===== src/hdl/l2w_defines.svh =====
// Purpose: Constants for the processor-bus write and termination block
// Assumes: 32-bit processor address, 64-bit data lanes, 32-byte lines
// Notes:   Design offsets, field positions and counts live here as macros; the bench repeats them as literals
`ifndef L2W_DEFINES_SVH
`define L2W_DEFINES_SVH

// Bus widths
`define L2W_ADDR_W     32
`define L2W_DATA_W     64

// Double-word index within a four-dword line
`define L2W_DW_LSB     3
`define L2W_DW_MSB     4
`define L2W_DW_W       2

// Line index bits that reach the cache array address
`define L2W_LINE_LSB   5
`define L2W_LINE_MSB   17
`define L2W_LINE_W     13
`define L2W_SRAM_AW    15

// Burst shape: last beat index for burst and single-beat transfers
`define L2W_LAST_BURST 2'h3
`define L2W_LAST_SINGLE 2'h0

// Buffer toward the system-bus side
`define L2W_FIFO_DEPTH 8
`define L2W_FIFO_W     96

`endif


===== src/hdl/l2w_pkg.sv =====
// Purpose: Types shared by the write/termination block and its buffer
// Assumes: l2w_defines.svh supplies the widths
// Notes:   State codes are Gray along idle, address, beat
`include "l2w_defines.svh"

package l2w_pkg;

  // Transaction sequencer states
  typedef enum logic [2:0] {
    L2W_IDLE      = 3'h0,
    L2W_ADDR      = 3'h1,
    L2W_BEAT      = 3'h3,
    L2W_MISS_PUSH = 3'h2,
    L2W_MISS_ACK  = 3'h6
  } l2w_state_e;

  // One write beat handed to the system-bus side
  typedef struct packed {
    logic [`L2W_ADDR_W-1:0] addr;
    logic [`L2W_DATA_W-1:0] data;
  } l2w_word_s;

endpackage


===== src/hdl/l2w_fifo.sv =====
// Purpose: Write buffer between the processor-bus sequencer and system bus
// Assumes: Single clock, asynchronous active-high reset, DEPTH a power of 2
// Notes:   out_valid is registered; in_ready falls as soon as it is full
`timescale 1ns/1ps
`default_nettype none

module l2w_fifo #(
  parameter int W     = 96,
  parameter int DEPTH = 8
) (
  // Clock and reset
  input  wire logic         core_clk,
  input  wire logic         reset,
  // Fill side
  input  wire logic         in_valid,
  input  wire logic [W-1:0] in_data,
  output logic              in_ready,
  // Drain side
  output logic              out_valid,
  output logic [W-1:0]      out_data,
  input  wire logic         out_ready
);

  localparam int PW = $clog2(DEPTH);
  localparam int CW = $clog2(DEPTH + 1);

  logic [W-1:0]  mem [DEPTH];
  logic [PW-1:0] wr_ptr_r;
  logic [PW-1:0] wr_ptr_nxt;
  logic [PW-1:0] rd_ptr_r;
  logic [PW-1:0] rd_ptr_nxt;
  logic [CW-1:0] count_r;
  logic [CW-1:0] count_nxt;
  logic          valid_r;
  logic          valid_nxt;
  logic          do_wr;
  logic          do_rd;

  // Full and empty come from the count, never from pointer equality
  assign in_ready  = (count_r != CW'(DEPTH));
  assign out_valid = valid_r;
  assign out_data  = mem[rd_ptr_r];

  // Pointer and count update
  always_comb begin
    do_wr      = in_valid && in_ready;
    do_rd      = valid_r && out_ready;
    wr_ptr_nxt = do_wr ? PW'(wr_ptr_r + 1'b1) : wr_ptr_r;
    rd_ptr_nxt = do_rd ? PW'(rd_ptr_r + 1'b1) : rd_ptr_r;
    count_nxt  = count_r;
    if (do_wr && !do_rd) begin
      count_nxt = CW'(count_r + 1'b1);
    end else if (do_rd && !do_wr) begin
      count_nxt = CW'(count_r - 1'b1);
    end
    valid_nxt = (count_nxt != '0);
  end

  // State registers
  always_ff @(posedge core_clk or posedge reset) begin
    if (reset) begin
      wr_ptr_r <= '0;
      rd_ptr_r <= '0;
      count_r  <= '0;
      valid_r  <= 1'b0;
    end else begin
      wr_ptr_r <= wr_ptr_nxt;
      rd_ptr_r <= rd_ptr_nxt;
      count_r  <= count_nxt;
      valid_r  <= valid_nxt;
    end
  end

  // Storage carries no reset; valid_r guards every read
  always_ff @(posedge core_clk) begin
    if (do_wr) begin
      mem[wr_ptr_r] <= in_data;
    end
  end

endmodule

`default_nettype wire


===== src/hdl/l2w_write_term.sv =====
// Purpose: Processor-bus slave for write transfers into the cache array
// Assumes: Processor bus is synchronous to core_clk; tag result valid with
//          the start strobe; all bus pins shown active high
// Notes:   Misses push each beat into a write buffer toward the system bus
//
// How it works
// - Pre-acknowledge exactly one clock after start
// - Array captures data the clock after address
// - Miss: hold acknowledge until write buffer takes data
// - Second clock on a hit: drive array, write-enable, no acknowledge
// - Burst hit: first acknowledge clock 3, three more follow
// - Each beat advances the internal array address
// - After last hit beat release array, drop acknowledge
// - Error dominates; retry without error; else normal
// - Pre-acknowledge on every write start; on a miss acknowledge comes two clocks later at the earliest
// - Error only passed through from system-bus report
// - Normal acknowledge means write data accepted
// - Every burst beat gets its own acknowledge
// - Single-beat hit acknowledged in clock 3
// - Beat addresses generated internally, bus address ignored
// - Critical dword first, wrapping within the line
`timescale 1ns/1ps
`default_nettype none
`include "l2w_defines.svh"

module l2w_write_term
  import l2w_pkg::*;
(
  // Clock and reset
  input  wire logic                     core_clk,
  input  wire logic                     reset,
  // Processor request
  input  wire logic                     xfer_start_strobe,
  input  wire logic                     burst_attr,
  input  wire logic                     write_attr,
  input  wire logic                     invalidate_attr,
  input  wire logic [`L2W_ADDR_W-1:0]   proc_addr,
  input  wire logic [`L2W_DATA_W-1:0]   dword_data_lanes,
  // Tag lookup and system-side events
  input  wire logic                     tag_hit,
  input  wire logic                     sys_error,
  input  wire logic                     retry_req_in,
  // Processor termination
  output logic                          pre_acknowledge,
  output logic                          beat_acknowledge,
  output logic                          error_acknowledge,
  output logic                          transfer_retry_req,
  // Cache array control
  output logic [`L2W_SRAM_AW-1:0]       sram_addr,
  output logic                          sram_drive_en,
  output logic                          sram_write_input_enable,
  // Write buffer toward the system bus
  output logic                          sysq_valid,
  output l2w_word_s                     sysq_word,
  input  wire logic                     sysq_ready
);

  l2w_state_e                   st_r;
  l2w_state_e                   st_nxt;
  logic [`L2W_LINE_W-1:0]       line_r;
  logic [`L2W_LINE_W-1:0]       line_nxt;
  logic [`L2W_ADDR_W-1:0]       base_r;
  logic [`L2W_ADDR_W-1:0]       base_nxt;
  logic [`L2W_DW_W-1:0]         idx_r;
  logic [`L2W_DW_W-1:0]         idx_nxt;
  logic [`L2W_DW_W-1:0]         beat_r;
  logic [`L2W_DW_W-1:0]         beat_nxt;
  logic                         hit_r;
  logic                         hit_nxt;
  logic                         burst_r;
  logic                         burst_nxt;
  logic                         pre_r;
  logic                         pre_nxt;
  logic                         ack_r;
  logic                         ack_nxt;
  logic                         err_r;
  logic                         err_nxt;
  logic                         rty_r;
  logic                         rty_nxt;
  logic                         drv_r;
  logic                         drv_nxt;
  logic                         we_r;
  logic                         we_nxt;
  logic [`L2W_SRAM_AW-1:0]      addr_r;
  logic [`L2W_SRAM_AW-1:0]      addr_nxt;
  logic                         fifo_push;
  logic                         fifo_in_ready;
  l2w_word_s                    fifo_word;
  logic [`L2W_DW_W-1:0]         last_beat;

  // Wrapping dword within the line, critical word first
  function automatic logic [`L2W_DW_W-1:0] dw_at(
    input logic [`L2W_DW_W-1:0] start,
    input logic [`L2W_DW_W-1:0] step
  );
    dw_at = `L2W_DW_W'(start + step);
  endfunction

  // Outputs come straight from the sequencer flops
  assign pre_acknowledge         = pre_r;
  assign beat_acknowledge        = ack_r;
  assign error_acknowledge       = err_r;
  assign transfer_retry_req      = rty_r;
  assign sram_addr               = addr_r;
  assign sram_drive_en           = drv_r;
  assign sram_write_input_enable = we_r;

  assign last_beat = burst_r ? `L2W_LAST_BURST : `L2W_LAST_SINGLE;

  // Miss beat word: address built here, bus address never re-read
  assign fifo_word.addr = {base_r[`L2W_ADDR_W-1:`L2W_LINE_LSB],
                           dw_at(idx_r, beat_r),
                           base_r[`L2W_DW_LSB-1:0]};
  assign fifo_word.data = dword_data_lanes;

  // Sequencer next state; error outranks retry, retry outranks acknowledge
  always_comb begin
    st_nxt    = st_r;
    line_nxt  = line_r;
    base_nxt  = base_r;
    idx_nxt   = idx_r;
    beat_nxt  = beat_r;
    hit_nxt   = hit_r;
    burst_nxt = burst_r;
    addr_nxt  = addr_r;
    pre_nxt   = 1'b0;
    ack_nxt   = 1'b0;
    err_nxt   = 1'b0;
    rty_nxt   = 1'b0;
    drv_nxt   = 1'b0;
    we_nxt    = 1'b0;
    fifo_push = 1'b0;
    case (st_r)
      L2W_IDLE: begin
        if (xfer_start_strobe && write_attr) begin
          st_nxt    = L2W_ADDR;
          base_nxt  = proc_addr;
          line_nxt  = proc_addr[`L2W_LINE_MSB:`L2W_LINE_LSB];
          idx_nxt   = proc_addr[`L2W_DW_MSB:`L2W_DW_LSB];
          hit_nxt   = tag_hit;
          burst_nxt = burst_attr;
          beat_nxt  = '0;
          pre_nxt   = 1'b1;
          drv_nxt   = tag_hit;
          we_nxt    = tag_hit;
          addr_nxt  = {proc_addr[`L2W_LINE_MSB:`L2W_LINE_LSB],
                       proc_addr[`L2W_DW_MSB:`L2W_DW_LSB]};
        end
      end
      L2W_ADDR: begin
        if (hit_r) begin
          st_nxt   = L2W_BEAT;
          ack_nxt  = 1'b1;
          drv_nxt  = 1'b1;
          we_nxt   = burst_r;
          addr_nxt = {line_r, dw_at(idx_r, 2'h1)};
        end else begin
          st_nxt = L2W_MISS_PUSH;
        end
      end
      L2W_BEAT: begin
        if (beat_r == last_beat) begin
          st_nxt = L2W_IDLE;
        end else begin
          beat_nxt = `L2W_DW_W'(beat_r + 1'b1);
          ack_nxt  = 1'b1;
          drv_nxt  = 1'b1;
          we_nxt   = (beat_nxt != last_beat);
          addr_nxt = {line_r, dw_at(idx_r, `L2W_DW_W'(beat_r + 2'h2))};
        end
      end
      L2W_MISS_PUSH: begin
        if (sys_error) begin
          st_nxt  = L2W_IDLE;
          err_nxt = 1'b1;
        end else if (fifo_in_ready) begin
          fifo_push = 1'b1;
          ack_nxt   = 1'b1;
          st_nxt    = L2W_MISS_ACK;
        end
      end
      L2W_MISS_ACK: begin
        if (beat_r == last_beat) begin
          st_nxt = L2W_IDLE;
        end else begin
          beat_nxt = `L2W_DW_W'(beat_r + 1'b1);
          st_nxt   = L2W_MISS_PUSH;
        end
      end
      default: begin
        st_nxt = L2W_IDLE;
      end
    endcase
    // A retry from the arbitration side aborts any open transfer
    if (st_r != L2W_IDLE && retry_req_in && !err_nxt) begin
      st_nxt    = L2W_IDLE;
      rty_nxt   = 1'b1;
      ack_nxt   = 1'b0;
      pre_nxt   = 1'b0;
      drv_nxt   = 1'b0;
      we_nxt    = 1'b0;
      fifo_push = 1'b0;
    end
  end

  // Sequencer registers; every output comes up negated
  always_ff @(posedge core_clk or posedge reset) begin
    if (reset) begin
      st_r    <= L2W_IDLE;
      line_r  <= '0;
      base_r  <= '0;
      idx_r   <= '0;
      beat_r  <= '0;
      hit_r   <= 1'b0;
      burst_r <= 1'b0;
      addr_r  <= '0;
      pre_r   <= 1'b0;
      ack_r   <= 1'b0;
      err_r   <= 1'b0;
      rty_r   <= 1'b0;
      drv_r   <= 1'b0;
      we_r    <= 1'b0;
    end else begin
      st_r    <= st_nxt;
      line_r  <= line_nxt;
      base_r  <= base_nxt;
      idx_r   <= idx_nxt;
      beat_r  <= beat_nxt;
      hit_r   <= hit_nxt;
      burst_r <= burst_nxt;
      addr_r  <= addr_nxt;
      pre_r   <= pre_nxt;
      ack_r   <= ack_nxt;
      err_r   <= err_nxt;
      rty_r   <= rty_nxt;
      drv_r   <= drv_nxt;
      we_r    <= we_nxt;
    end
  end

  // Miss data buffer; a stalled system side stalls the acknowledge once the buffer is full
  l2w_fifo #(
    .W     (`L2W_FIFO_W),
    .DEPTH (`L2W_FIFO_DEPTH)
  ) u_wbuf (
    .core_clk  (core_clk),
    .reset     (reset),
    .in_valid  (fifo_push),
    .in_data   (fifo_word),
    .in_ready  (fifo_in_ready),
    .out_valid (sysq_valid),
    .out_data  (sysq_word),
    .out_ready (sysq_ready)
  );
endmodule

`default_nettype wire


===== config.mk =====
export PLATFORM = sky130hd
export DESIGN_NAME = l2w_write_term
export DESIGN_NICKNAME = d
export VERILOG_FILES = /design/src/hdl/l2w_pkg.sv /design/src/hdl/l2w_fifo.sv /design/src/hdl/l2w_write_term.sv
export VERILOG_INCLUDE_DIRS = /design/src /design/src/hdl
export SDC_FILE = /design/constraint.sdc
export NUM_CORES = 1
export LEC_CHECK = 0
export ABC_CLOCK_PERIOD_IN_PS = 29200
export BUFFER_PORTS_ARGS = -buffer_cell sky130_fd_sc_hd__buf_2
export CAP_MARGIN = 25
export CORE_AREA = 2 2 280 282
export CTS_CLUSTER_SIZE = 12
export DETAILED_ROUTE_END_ITERATION = 10
export DIE_AREA = 0 0 282 284
export PLACE_DENSITY = 0.69
export SETUP_SLACK_MARGIN = 0.02
export SLEW_MARGIN = 15
export SYNTH_ARGS = -nofsm -noshare
export SYNTH_HDL_FRONTEND = slang
export SYNTH_SLANG_ARGS = --single-unit

===== constraint.sdc =====
create_clock -name core_clk -period 29.2 [get_ports core_clk]
set_clock_uncertainty 0.1 [all_clocks]
set_input_delay 5.84 -clock core_clk [delete_from_list [all_inputs] [get_ports core_clk]]
set_output_delay 5.84 -clock core_clk [all_outputs]
set_load 0.01 [all_outputs]

# Word-level counts from Yosys, hierarchy flattened

Memory sizes are Yosys's and may differ from the RTL's.
Index checks and enable logic that the tools add are counted.

Bits in registers: 86
Memory bits (writable): 768
Input port bits: 106
Output and inout bits: 118
Word-level logic and storage cells: 103
Memories kept: 1

Memories:

| memory     | words | bits a word | read ports | clocked after Yosys merged registers in | write ports | line           | source |
|---|---|---|---|---|---|---|---|
| u_wbuf.mem | 8     | 96          | 1          | 0                                       | 1           | l2w_fifo.sv:27 | `logic [W-1:0] mem [DEPTH];` |

$add $sub $neg: 9
Equality and inequality tests: 14
Muxes and demuxes: 41
Reduce and logical (&&, ||, !) cells: 20

Operators with widths:

| operator                                               | count |
|---|---|
| 2-to-1 mux 15 bit                                      | 3 |
| one-hot mux 15 bit (3 select lines)                    | 1 |
| 2-to-1 mux 1 bit                                       | 21 |
| 2-to-1 mux 3 bit                                       | 5 |
| one-hot mux 3 bit (5 select lines)                     | 1 |
| one-hot mux 1 bit (3 select lines)                     | 3 |
| 2-to-1 mux 2 bit                                       | 4 |
| 2-to-1 mux 4 bit                                       | 2 |
| inequality test 2 bit (second input constant)          | 4 |
| logical AND 1 bit                                      | 7 |
| adder 3 x 1 -> 3 bit (second input constant)           | 2 |
| equality test 3 x 2 -> 1 bit (second input constant)   | 2 |
| inequality test 3 bit (second input constant)          | 2 |
| AND reduction 3 bit                                    | 2 |
| nonzero test 3 bit                                     | 2 |
| adder 2 x 1 -> 2 bit (second input constant)           | 2 |
| adder 2 bit                                            | 2 |
| adder 4 x 1 -> 4 bit (second input constant)           | 1 |
| inequality test 4 x 3 -> 1 bit (second input constant) | 1 |
| inequality test 4 bit (second input constant)          | 1 |
| one-hot mux 2 bit (2 select lines)                     | 1 |
| AND reduction 4 bit                                    | 1 |
| nonzero test 4 bit                                     | 1 |
| subtractor 4 x 1 -> 4 bit (second input constant)      | 1 |
| other kinds (10)                                       | 12 |

# Longest topological paths before layout

Word-level depth: 11
Depth in mapped cells: 11
Mapped depth without buffers: 8

# By module

From an unflattened synthesis, not the netlist that was laid out.

Cells, all modules: 1449
Area, all modules: 32157.1 um^2

Modules (own cells, without submodules):

| module         | instances | cells each | area an instance (um^2) |
|---|---|---|---|
| l2w_fifo       | 1         | 1175       | 29376.9 |
| l2w_write_term | 1         | 274        | 2780.2 |

# Worst setup path before layout

No wires, ideal clock.

Path kind: input-to-reg
From: in sys_error
To: mem u_wbuf.mem[4][0], enable pin
Setup time: 0.821 ns
Data arrival time: 16.647 ns
Path slack: 11.632 ns
Stages on the path: 4
Buffers on the path: 1
Cell sequence: or4b_4 -> or3_1 -> buf_2 -> nor4b_1

Word-level cells in the longest chain between the ends: 8
Elaborated cells on any way between the ends: 10
Those cells by class: mux: 7; reduce/logical: 3

RTL lines:

| item                                     | line                  | source |
|---|---|---|
| start, declared                          | l2w_write_term.sv:41  | `input wire logic sys_error,` |
| 2-to-1 mux 1 bit                         | l2w_write_term.sv:173 | `if (sys_error) begin` |
| 2-to-1 mux 1 bit                         | l2w_write_term.sv:133 | `case (st_r)` |
| logical NOT 1 bit                        | l2w_write_term.sv:195 | `if (st_r != L2W_IDLE && retry_req_in && !err_nxt) begin` |
| logical AND 1 bit                        | l2w_write_term.sv:195 |  |
| 2-to-1 mux 1 bit *                       | l2w_write_term.sv:195 |  |
| logical AND 1 bit *                      | l2w_fifo.sv:46        | `do_wr = in_valid && in_ready;` |
| 2-to-1 mux 1 bit *                       | l2w_fifo.sv:76        | `if (do_wr) begin` |
| 2-to-1 mux 1 bit (not written as such) * | l2w_fifo.sv:77        | `mem[wr_ptr_r] <= in_data;` |
| end, declared                            | l2w_fifo.sv:27        |  |

Every way passes the cells marked *; elsewhere a longest branch is shown, timed or not.

==> flow_summary.ini <==
[flow_run]
drv_cap = 0

[global_routing]
antenna_found_initial = 7
grt.total_usage = 0.162
grt_pass1_vias = 15900
grt.overflow.total = 0
grt_max_degree = 119
grt_first_pass_wirelength_um = 97000

[sta]
min_period_ns = 9.44
worstMarginPinSlew_ns = 1.15
timing.final.crit_share = 0.323
setup_viol = 0
relSlewSlack = 0.231
final-max-slew-violation-count = 0
fmax_ghz = 0.106
hold_viol = 0
layout_setup_ws_ns = 19.76
tns_ns = 0
rsz0062_at_grt = no

[clocking]
htree_levels = 3
insertion_delay_ns = 0.63
cts_root_buf = clkbuf_16
cts_made_buffers = 88
cts-resized-gates = 0
cts_tree = built
cts_hold_repair.buffers = 0
cts_num_sinks = 839
clk_pin_slew_ns = 0.06
post_cts_buffers = 0
clk_path_buf_depth = 3

[detailed_routing]
drtIter0Drc = 869
firstDrtPassIters = 4
viasPerCell = 5.29
vias = 14600
antenna_left = 0
drc = 0
routed_wl_um = 64400
wire_per_inst_um = 23.3

[worst_setup_path]
crit_fanout = 118
crit_required_ns = 23.26
cp-end-kind = primary output
worstPathArrival_ns = 3.50
worstSetupStartpointType = flip-flop
path_class = flip-flop to primary output

[yosys]
yosys_warnings = 0
seq_area_frac_synth = 0.774
synth_fp_nets = 1502
synthArstFlopShare = 0.0846
netlist_area_um2 = 32100
synth_top_area_frac = 0.719
syn_inst = 1391
ys_seq_elements = 839
syn_area_per_cell_um2 = 23.1
synth_ff_type = edfxtp_1
ys_types = 52
synth_edf_count = 768
synth_top_cell_by_area = edfxtp_1
synthTopCellsByArea = edfxtp_1, mux4_2, dfrtp_1

[floorplanning]
start_util = 0.417
die_y_um = 284
rows = 102
fp.dieArea_um2 = 80100
core_area_um2 = 77000
die-width_um = 282
io_pins = 224

[pwr]
power.leakage_uw = 0.0123
clockPowerShare = 0.295
p_int_uw = 2530
power_switching_uw = 1000
combPwrFrac = 0.268
peakVddDrop_uv = 53.2
p_per_area_nw_per_um2 = 94.6
p_seq_frac = 0.438
switching_share = 0.284

[placement]
io_buffers = 222
placed_area_um2 = 34500
dp_hpwl_um = 34500
preCtsSetupSlack_ns = 19.46
gp_congestion = 0.740

[hold_path]
hold_path_class = flip-flop to flip-flop

[finish]
layout-drive-gt1-share = 0.422
final_area_um2 = 37300
syn2layout_area_growth_pct = 16.2
fin_nets = 1773

[status]
status = completed
[critical path: stages (launching register included)]
cell	delay, ns
dfrtp_4	0.85
buf_12	0.63
mux4_2	0.61
mux2_2	0.29
buf_2	0.14
[logic make-up (layout without fill, tap and decap cells)]
family,after synthesis,in the layout,synth area share
DFF,839,839,0.774
muxes,351,351,0.191
buffers and inverters,80,414,0.0104
and+or+nand+nor,62,62,0.0103
AOI/OAI and AO/OA,40,40,0.00862
xor gates and xnor gates,13,13,0.00378
adders and majority gates,6,6,0.00226
other,0,2,0
[path summary, 6_finish.rpt]
check,from,to,slack (ns),depth (start not counted)
hold reg to reg,sram_addr[3]$_DFFE_PP0P_,sram_addr[3]$_DFFE_PP0P_,0.38,1
setup reg to reg,st_r[1]$_DFFE_PP0P_,u_wbuf.mem[5][67]$_DFFE_PP_,24.78,7
min in group asynchronous,reset,line_r[0]$_DFFE_PP0P_,5.00,2
hold / removal,sram_addr[3]$_DFFE_PP0P_,sram_addr[3]$_DFFE_PP0P_,0.38,1
max in group asynchronous,reset,u_wbuf.rd_ptr_r[0]$_DFFE_PP0P_,22.72,3
setup / recovery,u_wbuf.rd_ptr_r[0]$_DFFE_PP0P_,sysq_word[33],19.76,4
[through the flow]
step | instances | hold WS [ns] | power, µW | util
floorplan | 1391 | 0.380 | 2210 | -
global placement | 2608 | 0.363 | 2500 | 0.448
detailed placement | 2608 | 0.370 | 2520 | 0.448
CTS | 2761 | 0.389 | 3560 | 0.483
global route | 2766 | 0.410 | 3700 | 0.484
finish | 2767 | 0.381 | 3530 | 0.485
[cell usage in the layout (no fill, tap or decap), drive strengths merged, types with 2 or more instances in the layout]
| master | n |
|---|---|
| a21oi | 10 |
| a22oi | 2 |
| a32oi | 2 |
| buf | 252 |
| bufinv | 2 |
| clkbuf | 124 |
| clkinv | 23 |
| dfrtp | 71 |
| diode | 2 |
| edfxtp | 768 |
| ha | 5 |
| inv | 12 |
| mux2 | 157 |
| mux2i | 2 |
| mux4 | 192 |
| nand2 | 17 |
| nand2b | 3 |
| nand3 | 5 |
| nor2 | 10 |
| nor2b | 3 |
| nor3 | 7 |
| nor3b | 4 |
| nor4b | 2 |
| o21ai | 9 |
| o22ai | 2 |
| o31ai | 3 |
| or3 | 3 |
| xnor2 | 12 |
[cell usage after synthesis, types with 4 or more instances]
cell	number
a21oi_1	10
buf_1	8
buf_2	23
clkbuf_1	39
dfrtp_1	71
edfxtp_1	768
ha_1	5
inv_1	8
mux2_1	9
mux2_2	148
mux4_2	192
nand2_1	17
nand3_1	5
nor2_1	10
nor3_1	7
nor3b_1	4
o21ai_0	9
xnor2_1	12
[final cells by class]
type                            count  area (µm²)
Tap cell                         1040        1300
Antenna cell                        2        5.00
Timing Repair Buffer              252        1430
Clock inverter                     29         292
Inverter                            9        36.3
Fill cell                        6231       39700
Sequential cell                   839       24900
Multi-Input combinational cell    472        6970
Clock buffer                      124        2410
[power by group through the flow]
stage / Sequential [µW] / Combinational (µW) / Clock [µW]
floorplan: 1510 / 694 / 0
global placement: 1580 / 921 / 0
detailed placement: 1590 / 932 / 0
CTS: 1560 / 938 / 1060
global route: 1560 / 1020 / 1110
finish: 1540 / 944 / 1040
[metal layers]
| layer | up-vias | wire, µm | GRT usage | part of all wire |
|---|---|---|---|---|
| li1 | 6374 | - | - | - |
| met4 | 10 | 1160 | 0.0438 | 0.018 |
| met2 | 406 | 32200 | 0.268 | 0.50 |
| met5 | - | 59 | 0 | 0.00092 |
| met3 | 95 | 4360 | 0.0400 | 0.068 |
| met1 | 7764 | 26700 | 0.215 | 0.41 |
[state kept, by name, summed over array words and instances (netlist names), 2 cells and up]
| register | flops |
|---|---|
| base_r | 20 |
| u_wbuf.rd_ptr_r | 3 |
| u_wbuf.wr_ptr_r | 3 |
| beat_r | 2 |
| u_wbuf.mem | 768 |
| sram_addr | 15 |
| st_r | 3 |
| u_wbuf.count_r | 4 |
| line_r | 12 |
Power figures use the tool's default switching activity.
